`src/logic/sacs_defines.svh`:
```
// Register offsets, field positions, reset values and timing counts of the ADC sequencer.
// Summary of operation
// RQ1 - Conversion lasts at least eighteen ADC clocks.
// RQ2 - Sample aperture length is software programmable.
// RQ3 - Eight fixed input channels, selected to converter.
// RQ4 - Scan steps enabled channels without idle cycles.
// RQ5 - Firmware or state machine drives channel switching.
// RQ6 - Each channel keeps its own result store.
// RQ7 - Each channel has its own sample time.
// RQ8 - Out-of-range result flags interrupt immediately.
// RQ9 - Sequencer held inactive in deepest sleep.
// RQ10 - Scan wraps to first channel, signals done.
`ifndef SACS_DEFINES_SVH
`define SACS_DEFINES_SVH

`define SACS_OFS_CTRL       8'h00
`define SACS_OFS_CHEN       8'h04
`define SACS_OFS_APERT      8'h08
`define SACS_OFS_LIMIT      8'h0c
`define SACS_OFS_STATUS     8'h10
`define SACS_OFS_FIFO       8'h14
`define SACS_OFS_SMPT_BASE  8'h20
`define SACS_OFS_RES_BASE   8'h40
`define SACS_OFS_RES_END    8'h5c

`define SACS_CTRL_SCAN_EN   0
`define SACS_CTRL_FW_MODE   1
`define SACS_CTRL_FW_START  2
`define SACS_CTRL_FW_CH_LO  4
`define SACS_STAT_BUSY      0
`define SACS_STAT_DONE      1
`define SACS_STAT_OOR       2
`define SACS_STAT_CH_LO     4
`define SACS_STAT_CNT_LO    8
`define SACS_LIM_HIGH_LO    16
`define SACS_FIFO_VALID     15

`define SACS_RST_CTRL       8'h00
`define SACS_RST_CHEN       8'h01
`define SACS_RST_APERT      8'h04
`define SACS_RST_LOW        12'h000
`define SACS_RST_HIGH       12'hfff
`define SACS_RST_SMPT       8'h00

`define SACS_PCLK_MHZ       25
`define SACS_ADC_CLOCKS     18
`define SACS_ADC_MAX_MHZ    18
`define SACS_CONV_TIME_NS   ((`SACS_ADC_CLOCKS * 1000) / `SACS_ADC_MAX_MHZ)
`define SACS_CONV_CYCLES    ((`SACS_CONV_TIME_NS * `SACS_PCLK_MHZ + 999) / 1000)

`endif

```
`src/logic/sacs_pkg.sv`:
```
// Types shared by the ADC sequencer files.
package sacs_pkg;
    typedef enum logic [1:0] {SEQ_IDLE, SEQ_SAMPLE, SEQ_CONVERT} sacs_state_t;
endpackage

```
`src/logic/sacs_fifo.sv`:
```
// Small synchronous FIFO with valid and ready on both sides.
`timescale 1ns/100ps
`default_nettype none
module sacs_fifo #(
    parameter int WIDTH = 16,
    parameter int DEPTH = 8,
    localparam int AW   = $clog2(DEPTH)
) (
    input  wire logic             pclk,
    input  wire logic             presetn,
    input  wire logic             in_valid,
    output logic                  in_ready,
    input  wire logic [WIDTH-1:0] in_data,
    output logic                  out_valid,
    input  wire logic             out_ready,
    output logic      [WIDTH-1:0] out_data,
    output logic      [AW:0]      count
);
    // Pointers wrap naturally, so DEPTH must be a power of two.
    logic [WIDTH-1:0] mem_reg [DEPTH];
    logic [WIDTH-1:0] mem_next [DEPTH];
    logic [AW-1:0]    wr_reg, wr_next, rd_reg, rd_next;
    logic [AW:0]      cnt_reg, cnt_next;
    logic             push, pop;

    assign in_ready  = cnt_reg != (AW+1)'(DEPTH);
    assign out_valid = cnt_reg != '0;
    assign out_data  = mem_reg[rd_reg];
    assign count     = cnt_reg;
    assign push      = in_valid & in_ready;
    assign pop       = out_valid & out_ready;

    always_comb begin
        mem_next = mem_reg;
        wr_next  = wr_reg;
        rd_next  = rd_reg;
        cnt_next = cnt_reg;
        if (push) begin
            mem_next[wr_reg] = in_data;
            wr_next          = wr_reg + 1'b1;
        end
        if (pop) begin
            rd_next = rd_reg + 1'b1;
        end
        if (push && !pop) begin
            cnt_next = cnt_reg + 1'b1;
        end else if (pop && !push) begin
            cnt_next = cnt_reg - 1'b1;
        end
    end

    always_ff @(posedge pclk or negedge presetn) begin
        if (!presetn) begin
            mem_reg <= '{default: '0};
            wr_reg  <= '0;
            rd_reg  <= '0;
            cnt_reg <= '0;
        end else begin
            mem_reg <= mem_next;
            wr_reg  <= wr_next;
            rd_reg  <= rd_next;
            cnt_reg <= cnt_next;
        end
    end
endmodule
`default_nettype wire

```
`src/logic/sacs_result_mem.sv`:
```
// Per-channel result store with one write port and a registered read port.
`timescale 1ns/100ps
`default_nettype none
module sacs_result_mem #(
    parameter int WIDTH = 12,
    parameter int DEPTH = 8,
    localparam int AW   = $clog2(DEPTH)
) (
    input  wire logic             pclk,
    input  wire logic             presetn,
    input  wire logic             we,
    input  wire logic [AW-1:0]    waddr,
    input  wire logic [WIDTH-1:0] wdata,
    input  wire logic [AW-1:0]    raddr,
    output logic      [WIDTH-1:0] rdata
);
    logic [WIDTH-1:0] mem_reg [DEPTH];
    logic [WIDTH-1:0] mem_next [DEPTH];

    always_comb begin
        mem_next = mem_reg;
        if (we) begin
            mem_next[waddr] = wdata;
        end
    end

    always_ff @(posedge pclk or negedge presetn) begin
        if (!presetn) begin
            mem_reg <= '{default: '0};
            rdata   <= '0;
        end else begin
            mem_reg <= mem_next;
            rdata   <= mem_reg[raddr];
        end
    end
endmodule
`default_nettype wire

```
`src/logic/sacs_sequencer.sv`:
```
// Top of the SAR ADC channel sequencer with its APB register file.
`timescale 1ns/100ps
`default_nettype none
`include "sacs_defines.svh"
module sacs_sequencer #(
    parameter int FIFO_DEPTH = 8
) (
    input  wire logic        pclk,
    input  wire logic        presetn,
    input  wire logic        psel,
    input  wire logic        penable,
    input  wire logic        pwrite,
    input  wire logic [7:0]  paddr,
    input  wire logic [31:0] pwdata,
    output logic      [31:0] prdata,
    output logic             pready,
    output logic             pslverr,
    input  wire logic [11:0] adc_result,
    input  wire logic        deep_sleep,
    output logic             adc_sample,
    output logic             adc_start,
    output logic      [2:0]  adc_mux_sel,
    output logic             range_irq,
    output logic             scan_done
);
    import sacs_pkg::*;

    localparam logic [7:0] CONV_CYCLES = 8'(`SACS_CONV_CYCLES);
    localparam int         CW          = $clog2(FIFO_DEPTH) + 1;

    // Next enabled channel after cur, wrapping round all eight.
    function automatic logic [2:0] next_en(input logic [2:0] cur, input logic [7:0] en);
        logic [2:0] res;
        logic [2:0] k;
        res = cur;
        for (int i = 8; i >= 1; i--) begin
            k = cur + 3'(i);
            if (en[k]) begin
                res = k;
            end
        end
        return res;
    endfunction

    // A zero per-channel time falls back to the global aperture.
    function automatic logic [7:0] smp_cycles(input logic [7:0] own, input logic [7:0] glob);
        logic [7:0] v;
        v = (own != 8'h00) ? own : glob;
        return (v == 8'h00) ? 8'h01 : v;
    endfunction

    logic [7:0]  ctrl_reg, ctrl_next;
    logic [7:0]  chen_reg, chen_next;
    logic [7:0]  apert_reg, apert_next;
    logic [11:0] low_reg, low_next, high_reg, high_next;
    logic [7:0]  smpt_reg [8];
    logic [7:0]  smpt_next [8];
    logic        done_reg, done_next, oor_reg, oor_next;
    logic [31:0] prdata_next;
    logic        pready_next, pslverr_next, irq_next;

    sacs_state_t st_reg, st_next;
    logic [2:0]  ch_reg, ch_next;
    logic [7:0]  cnt_reg, cnt_next;
    logic        smp_next, start_next, sdone_next;

    logic        acc_first, wr_done, rd_done, addr_ok, fw_start;
    logic        conv_fin, out_rng, wrap, go_on;
    logic [2:0]  nxt_ch;
    logic [11:0] mem_rdata;
    logic        f_in_ready, f_out_valid;
    logic [15:0] f_out_data;
    logic [CW-1:0] f_count;

    assign acc_first = psel & penable & ~pready;
    assign wr_done   = psel & penable & pready & pwrite;
    assign rd_done   = psel & penable & pready & ~pwrite;
    assign addr_ok   = (paddr[1:0] == 2'b00) &&
                       ((paddr <= `SACS_OFS_FIFO) ||
                        ((paddr >= `SACS_OFS_SMPT_BASE) && (paddr <= `SACS_OFS_RES_END)));
    assign fw_start  = wr_done && (paddr == `SACS_OFS_CTRL) && pwdata[`SACS_CTRL_FW_START];

    // A conversion finishes only when the FIFO can take its result.
    assign conv_fin = (st_reg == SEQ_CONVERT) && (cnt_reg == 8'h01) && f_in_ready && !deep_sleep;
    assign out_rng  = (adc_result < low_reg) || (adc_result > high_reg);
    assign nxt_ch   = next_en(ch_reg, chen_reg);
    assign wrap     = nxt_ch <= ch_reg;
    assign go_on    = !ctrl_reg[`SACS_CTRL_FW_MODE] && ctrl_reg[`SACS_CTRL_SCAN_EN] &&
                      (chen_reg != 8'h00);

    sacs_result_mem #(.WIDTH(12), .DEPTH(8)) u_mem (
        .pclk    (pclk),
        .presetn (presetn),
        .we      (conv_fin), // RQ6
        .waddr   (ch_reg),
        .wdata   (adc_result),
        .raddr   (paddr[4:2]),
        .rdata   (mem_rdata)
    );

    sacs_fifo #(.WIDTH(16), .DEPTH(FIFO_DEPTH)) u_fifo (
        .pclk      (pclk),
        .presetn   (presetn),
        .in_valid  (conv_fin),
        .in_ready  (f_in_ready),
        .in_data   ({1'b0, ch_reg, adc_result}),
        .out_valid (f_out_valid),
        .out_ready (rd_done && (paddr == `SACS_OFS_FIFO)),
        .out_data  (f_out_data),
        .count     (f_count)
    );

    // Register file and APB answer; every access takes two access cycles.
    always_comb begin
        ctrl_next    = ctrl_reg;
        chen_next    = chen_reg;
        apert_next   = apert_reg;
        low_next     = low_reg;
        high_next    = high_reg;
        smpt_next    = smpt_reg;
        prdata_next  = prdata;
        pslverr_next = 1'b0;
        pready_next  = acc_first;
        if (acc_first) begin
            pslverr_next = !addr_ok;
            prdata_next  = 32'h0000_0000;
            case (paddr)
                `SACS_OFS_CTRL:   prdata_next[7:0] = ctrl_reg;
                `SACS_OFS_CHEN:   prdata_next[7:0] = chen_reg;
                `SACS_OFS_APERT:  prdata_next[7:0] = apert_reg;
                `SACS_OFS_LIMIT:  prdata_next = {4'h0, high_reg, 4'h0, low_reg};
                `SACS_OFS_STATUS: begin
                    prdata_next[`SACS_STAT_BUSY] = st_reg != SEQ_IDLE;
                    prdata_next[`SACS_STAT_DONE] = done_reg;
                    prdata_next[`SACS_STAT_OOR]  = oor_reg;
                    prdata_next[`SACS_STAT_CH_LO +: 3] = ch_reg;
                    prdata_next[`SACS_STAT_CNT_LO +: CW] = f_count;
                end
                `SACS_OFS_FIFO: begin
                    prdata_next[15:0] = f_out_valid ? f_out_data : 16'h0000;
                    prdata_next[`SACS_FIFO_VALID] = f_out_valid;
                end
                default: begin
                    if (addr_ok && paddr >= `SACS_OFS_RES_BASE) begin
                        prdata_next[11:0] = mem_rdata; // RQ6
                    end else if (addr_ok && paddr >= `SACS_OFS_SMPT_BASE) begin
                        prdata_next[7:0] = smpt_reg[paddr[4:2]];
                    end
                end
            endcase
        end
        if (wr_done) begin
            case (paddr)
                `SACS_OFS_CTRL: begin
                    ctrl_next = pwdata[7:0];
                    ctrl_next[`SACS_CTRL_FW_START] = 1'b0;
                end
                `SACS_OFS_CHEN:  chen_next  = pwdata[7:0];
                `SACS_OFS_APERT: apert_next = pwdata[7:0]; // RQ2
                `SACS_OFS_LIMIT: begin
                    low_next  = pwdata[11:0];
                    high_next = pwdata[`SACS_LIM_HIGH_LO +: 12];
                end
                default: begin
                    if (addr_ok && paddr >= `SACS_OFS_SMPT_BASE &&
                        paddr < `SACS_OFS_RES_BASE) begin
                        smpt_next[paddr[4:2]] = pwdata[7:0]; // RQ7
                    end
                end
            endcase
        end
        // Status flags clear on a write of one; a new event in the same cycle wins.
        done_next = done_reg;
        oor_next  = oor_reg;
        if (wr_done && paddr == `SACS_OFS_STATUS) begin
            done_next = done_reg & ~pwdata[`SACS_STAT_DONE];
            oor_next  = oor_reg & ~pwdata[`SACS_STAT_OOR];
        end
        if (sdone_next) begin
            done_next = 1'b1;
        end
        if (conv_fin && out_rng) begin
            oor_next = 1'b1; // RQ8
        end
        irq_next = oor_next;
    end

    always_ff @(posedge pclk or negedge presetn) begin
        if (!presetn) begin
            ctrl_reg  <= `SACS_RST_CTRL;
            chen_reg  <= `SACS_RST_CHEN;
            apert_reg <= `SACS_RST_APERT;
            low_reg   <= `SACS_RST_LOW;
            high_reg  <= `SACS_RST_HIGH;
            smpt_reg  <= '{default: `SACS_RST_SMPT};
            done_reg  <= 1'b0;
            oor_reg   <= 1'b0;
            prdata    <= 32'h0000_0000;
            pready    <= 1'b0;
            pslverr   <= 1'b0;
            range_irq <= 1'b0;
        end else begin
            ctrl_reg  <= ctrl_next;
            chen_reg  <= chen_next;
            apert_reg <= apert_next;
            low_reg   <= low_next;
            high_reg  <= high_next;
            smpt_reg  <= smpt_next;
            done_reg  <= done_next;
            oor_reg   <= oor_next;
            prdata    <= prdata_next;
            pready    <= pready_next;
            pslverr   <= pslverr_next;
            range_irq <= irq_next;
        end
    end

    // Sequencer: sample for the channel's aperture, then convert for the fixed time and until the FIFO has room.
    always_comb begin
        st_next    = st_reg;
        ch_next    = ch_reg;
        cnt_next   = cnt_reg;
        sdone_next = 1'b0;
        case (st_reg)
            SEQ_IDLE: begin
                if (fw_start && pwdata[`SACS_CTRL_FW_MODE]) begin
                    ch_next  = pwdata[`SACS_CTRL_FW_CH_LO +: 3]; // RQ5
                    st_next  = SEQ_SAMPLE;
                    cnt_next = smp_cycles(smpt_reg[ch_next], apert_reg);
                end else if (go_on) begin
                    ch_next  = next_en(3'h7, chen_reg); // RQ3
                    st_next  = SEQ_SAMPLE;
                    cnt_next = smp_cycles(smpt_reg[ch_next], apert_reg); // RQ7
                end
            end
            SEQ_SAMPLE: begin
                if (cnt_reg <= 8'h01) begin
                    st_next  = SEQ_CONVERT;
                    cnt_next = CONV_CYCLES; // RQ1
                end else begin
                    cnt_next = cnt_reg - 8'h01; // RQ2
                end
            end
            SEQ_CONVERT: begin
                if (conv_fin) begin
                    if (go_on) begin
                        ch_next    = nxt_ch; // RQ4
                        st_next    = SEQ_SAMPLE;
                        cnt_next   = smp_cycles(smpt_reg[nxt_ch], apert_reg);
                        sdone_next = wrap; // RQ10
                    end else begin
                        st_next = SEQ_IDLE;
                    end
                end else if (cnt_reg > 8'h01) begin
                    cnt_next = cnt_reg - 8'h01;
                end
            end
            default: st_next = SEQ_IDLE;
        endcase
        if (deep_sleep) begin
            st_next    = SEQ_IDLE; // RQ9
            sdone_next = 1'b0;
        end
        smp_next   = st_next == SEQ_SAMPLE;
        start_next = (st_next == SEQ_CONVERT) && (st_reg != SEQ_CONVERT);
    end

    always_ff @(posedge pclk or negedge presetn) begin
        if (!presetn) begin
            st_reg     <= SEQ_IDLE;
            ch_reg     <= 3'h0;
            cnt_reg    <= 8'h00;
            adc_sample <= 1'b0;
            adc_start  <= 1'b0;
            scan_done  <= 1'b0;
        end else begin
            st_reg     <= st_next;
            ch_reg     <= ch_next;
            cnt_reg    <= cnt_next;
            adc_sample <= smp_next;
            adc_start  <= start_next;
            scan_done  <= sdone_next;
        end
    end

    assign adc_mux_sel = ch_reg;

    // Helper counters that only the checks read.
    logic [7:0] conv_age, samp_age;
    always_ff @(posedge pclk or negedge presetn) begin
        if (!presetn) begin
            conv_age <= 8'h00;
            samp_age <= 8'h00;
        end else begin
            conv_age <= (st_reg == SEQ_CONVERT && st_next == SEQ_CONVERT) ?
                        conv_age + 8'h01 : 8'h00;
            samp_age <= (st_reg == SEQ_SAMPLE && st_next == SEQ_SAMPLE) ? samp_age + 8'h01 : 8'h00;
        end
    end
endmodule
`default_nettype wire

```
`config.mk`:
```
export PLATFORM = sky130hd
export DESIGN_NAME = sacs_sequencer
export DESIGN_NICKNAME = d
export VERILOG_FILES = /design/src/logic/sacs_pkg.sv /design/src/logic/sacs_fifo.sv /design/src/logic/sacs_result_mem.sv /design/src/logic/sacs_sequencer.sv
export VERILOG_INCLUDE_DIRS = /design/src /design/src/logic
export SDC_FILE = /design/constraint.sdc
export NUM_CORES = 1
export LEC_CHECK = 0
export ABC_AREA = 1
export BUFFER_PORTS_ARGS = -buffer_cell sky130_fd_sc_hd__buf_2
export CAP_MARGIN = 25
export CORE_ASPECT_RATIO = 0.9
export CORE_MARGIN = 1
export CORE_UTILIZATION = 55
export CTS_BUF_LIST = sky130_fd_sc_hd__clkbuf_4
export DETAILED_ROUTE_END_ITERATION = 8
export HOLD_SLACK_MARGIN = 0.02
export PLACE_DENSITY = 0.69
export SETUP_SLACK_MARGIN = 0.15
export SLEW_MARGIN = 20
export SYNTH_ARGS = -nofsm -noshare
export SYNTH_HDL_FRONTEND = slang
export SYNTH_SLANG_ARGS = --single-unit
```
`constraint.sdc`:
```
create_clock -name pclk -period 4.13 [get_ports pclk]
set_input_delay 0.2065 -clock pclk [delete_from_list [all_inputs] [get_ports pclk]]
set_output_delay 0.2065 -clock pclk [all_outputs]
set_load 0.05 [all_outputs]
```
==> metrics <==
fmax=roughly 270 MHz; port bufs=86; die area=38,600 um2; Vias/cell=roughly 6.0; post-synth cell types=54; Max-Cap Viols=0; Worst Setup Start Kind=flop; Worst setup EP type=flop; number of global-route vias before repair=19,300; Setup CP Type=flop to flop; worst r2r path cells=15; area growth from synthesis to layout=13.0%; critical path fanouts, max=11; core area=37,300 um2; WL per Instance=21.1 um; status=finished with violations; Max clock buf depth=3; Pwr Density=426 nW/um2; Worst Path Required=4.88 ns; layout filler cell count=3,283; Iter 0 DRT Violations=2,148; max reg flops=120; worst hold path type=input pin to flop; Final TNS setup=0 ns; RSZ-0062 raised after global routing=no; fin nets=around 2,900; initial antenna violation count=2; routed vias=20,000; final hold violations=0; aggregate global-route resource usage=between 30% and 40%; internal reg-to-reg setup slack=0.46 ns; Max-Slew Margin vs Limit=between 30% and 40%; CTS tree=done; first-pass GRT wire length=110 mm; most common cell after layout, fill and taps aside=nand2_1; final worst hold slack=~0.13 ns; Setup-failing EPs final=0; Die Y=around 190 um; initial core utilization=55.8%; # IOs=99; share of cells above drive strength 1=13.1%; CP endpoint=u_fifo.count[3]$_DFFE_PN0P_; H-tree depth=3; GR Overflow Total=0; cells after synthesis=2,634; critical path arrival=4.42 ns; Max Slew Vio Count=0; violated checks=design-rule violations; Num CTS Buffers=101; die extent in x=207 um; CP startpoint=st_reg[0]$_DFF_PN0_; sequential area share after synthesis=47.8%; Pleak=approximately 11 nW; Post-Syn Area per Cell=7.91 um2; Worst Tran Pin Value=1.00 ns; TritonRoute pass-1 iters=9; Placer Congestion=approximately 0.99; latest clock arrival within the worst-skew pair=approximately 0.90 ns; clk slew on worst S/H paths=0.06 ns; row count=between 60 and 70; DR DRC count=2; largest net degree at the start of global routing=91; Clock Sinks=around 400; Final Cycle Share=88.8%; Yosys warnings=0; most frequent cells in the layout=nand2_1 (601), o21ai_0 (484), dfrtp_1 (383), nor2_1 (188), inv_1 (171); mapped cell area=20,800 um2; Max Clock Skew=0.0649 ns; hpwl dp=around 45 mm; Post-Route WL=70.0 mm; Reg-to-Reg Start=st_reg[0]$_DFF_PN0_; Max VDD drop=0.307 mV; Root Driver=clkbuf_4; Worst R2R End=u_fifo.count[3]$_DFFE_PN0P_; ANT nets after route=0; #FFs+latches synth=397; fin crit period=roughly 3.7 ns
==> worst min-delay path by stage <==
stage | from | to | slack [ns] | depth (start not counted)
after CTS | paddr[0] | prdata[16]$_DFFE_PN0P_ | 0.05 | 6
final | pwdata[16] | high_reg[0]$_DFFE_PN1P_ | 0.13 | 3
after global routing | pwdata[16] | high_reg[0]$_DFFE_PN1P_ | 0.07 | 3
after detailed placement | presetn | smpt_reg[44]$_DFFE_PN0P_ | 0.31 | 1
after global placement | presetn | smpt_reg[52]$_DFFE_PN0P_ | 0.31 | 1
after floorplan | presetn | adc_mux_sel[0]$_DFFE_PN0P_ | -0.09 | 0
==> cell families after synthesis <==
family                   synth area share [%]
adder cells (fa/ha/maj)                  2.68
buffers and inverters                    6.97
multiplexers                            0.162
AND/OR/NAND/NOR                          20.6
XOR/XNOR                                0.631
flip-flops                               47.8
AO/OA/AOI/OAI                            21.2
other                                  0.0180
==> worst max-delay path, stage by stage, from the launching register on <==
cell	delay, ns
dfrtp_1	0.43
inv_1	0.12
ha_1	0.37
inv_1	0.22
a311oi_1	0.44
nand2_1	0.49
inv_1	0.20
ha_1	0.21
inv_1	0.09
ha_1	0.28
a21o_1	0.16
a21oi_1	0.16
nor2_1	0.07
nor2_1	0.10
nand2_1	0.08
xor2_1	0.14
==> power by group <==
part / switching, mW / internal (mW)
Clock: 1.67 / 1.72
Sequential: 0.0462 / 3.94
Combinational: 1.87 / 0.781
Total: 3.58 / 6.45
==> metrics by stage <==
stage / instance area (um2) / power, mW / util, % / setup slack [ns] / instances
after floorplan: 20800 / 5.85 / - / 0.319 / 2637
after global placement: 21700 / 6.47 / 58.0 / 0.457 / 3092
after detailed placement: 21700 / 6.52 / 58.0 / 0.411 / 3092
after CTS: 23500 / 9.94 / 62.9 / 0.419 / 3317
after global routing: 23500 / 10.5 / 63.1 / 0.162 / 3325
final: 23500 / 10.0 / 63.1 / 0.462 / 3325
==> final cells by class <==
type                    count  area (um2)  share of cell area [%]
flip-flops and latches    397        9950                    42.3
inverters                 187         704                    2.99
multi-input cells        1878        9480                    40.3
clock inverters            24         144                   0.611
diodes                      4        10.0                  0.0425
clock buffers             150        1130                    4.79
repair buffers            202        1520                    6.44
well taps                 483         604                    2.57
==> layer usage <==
layer | global-route usage, % | part of all wire (%) | wire [um] | up-vias
met1 | 47.2 | 40 | 28000 | 9508
met4 | 19.0 | 5.2 | 3670 | 0
met5 | 0 | 0 | 0 | -
met2 | 58.2 | 46 | 32100 | 1002
met3 | 8.45 | 8.9 | 6220 | 241
li1 | - | - | - | 9252
==> repair_timing <==
action                                 4_1_cts  5_1_grt
setup endpoints to repair                    0        3
resized for setup                            0        7
buffers inserted                             0        3
endpoints found under the hold margin      479        0
hold buffers                                51        0
==> synth_stat cells, drive strengths merged <==
library cell,n,share of area [%]
conb,1,0.018
dfrtp,383,46
nand3b,4,0.14
o221ai,18,0.76
or3,1,0.030
o211ai,5,0.18
clkbuf,149,2.7
or2,1,0.030
o21a,2,0.072
o21bai,8,0.29
dfstp,14,1.8
ha,43,2.6
nor4,11,0.33
o21ai,491,12
nand4,21,0.63
a31oi,24,0.72
xnor2,5,0.21
and3,1,0.030
a221oi,25,1.1
a2111oi,2,0.084
mux2,3,0.16
nor2,194,3.7
a21oi,121,3.0
o22ai,46,1.4
buf,26,0.90
a22oi,24,0.87
a311oi,2,0.084
clkinv,7,0.13
nand2,617,11
nor3,10,0.26
o31ai,12,0.43
o2111ai,2,0.084
inv,180,3.3
fa,1,0.096
a21o,6,0.22
xor2,10,0.42
nand3,159,4.0
a211oi,5,0.18
Note: power is estimated with default switching activity, not from simulation.
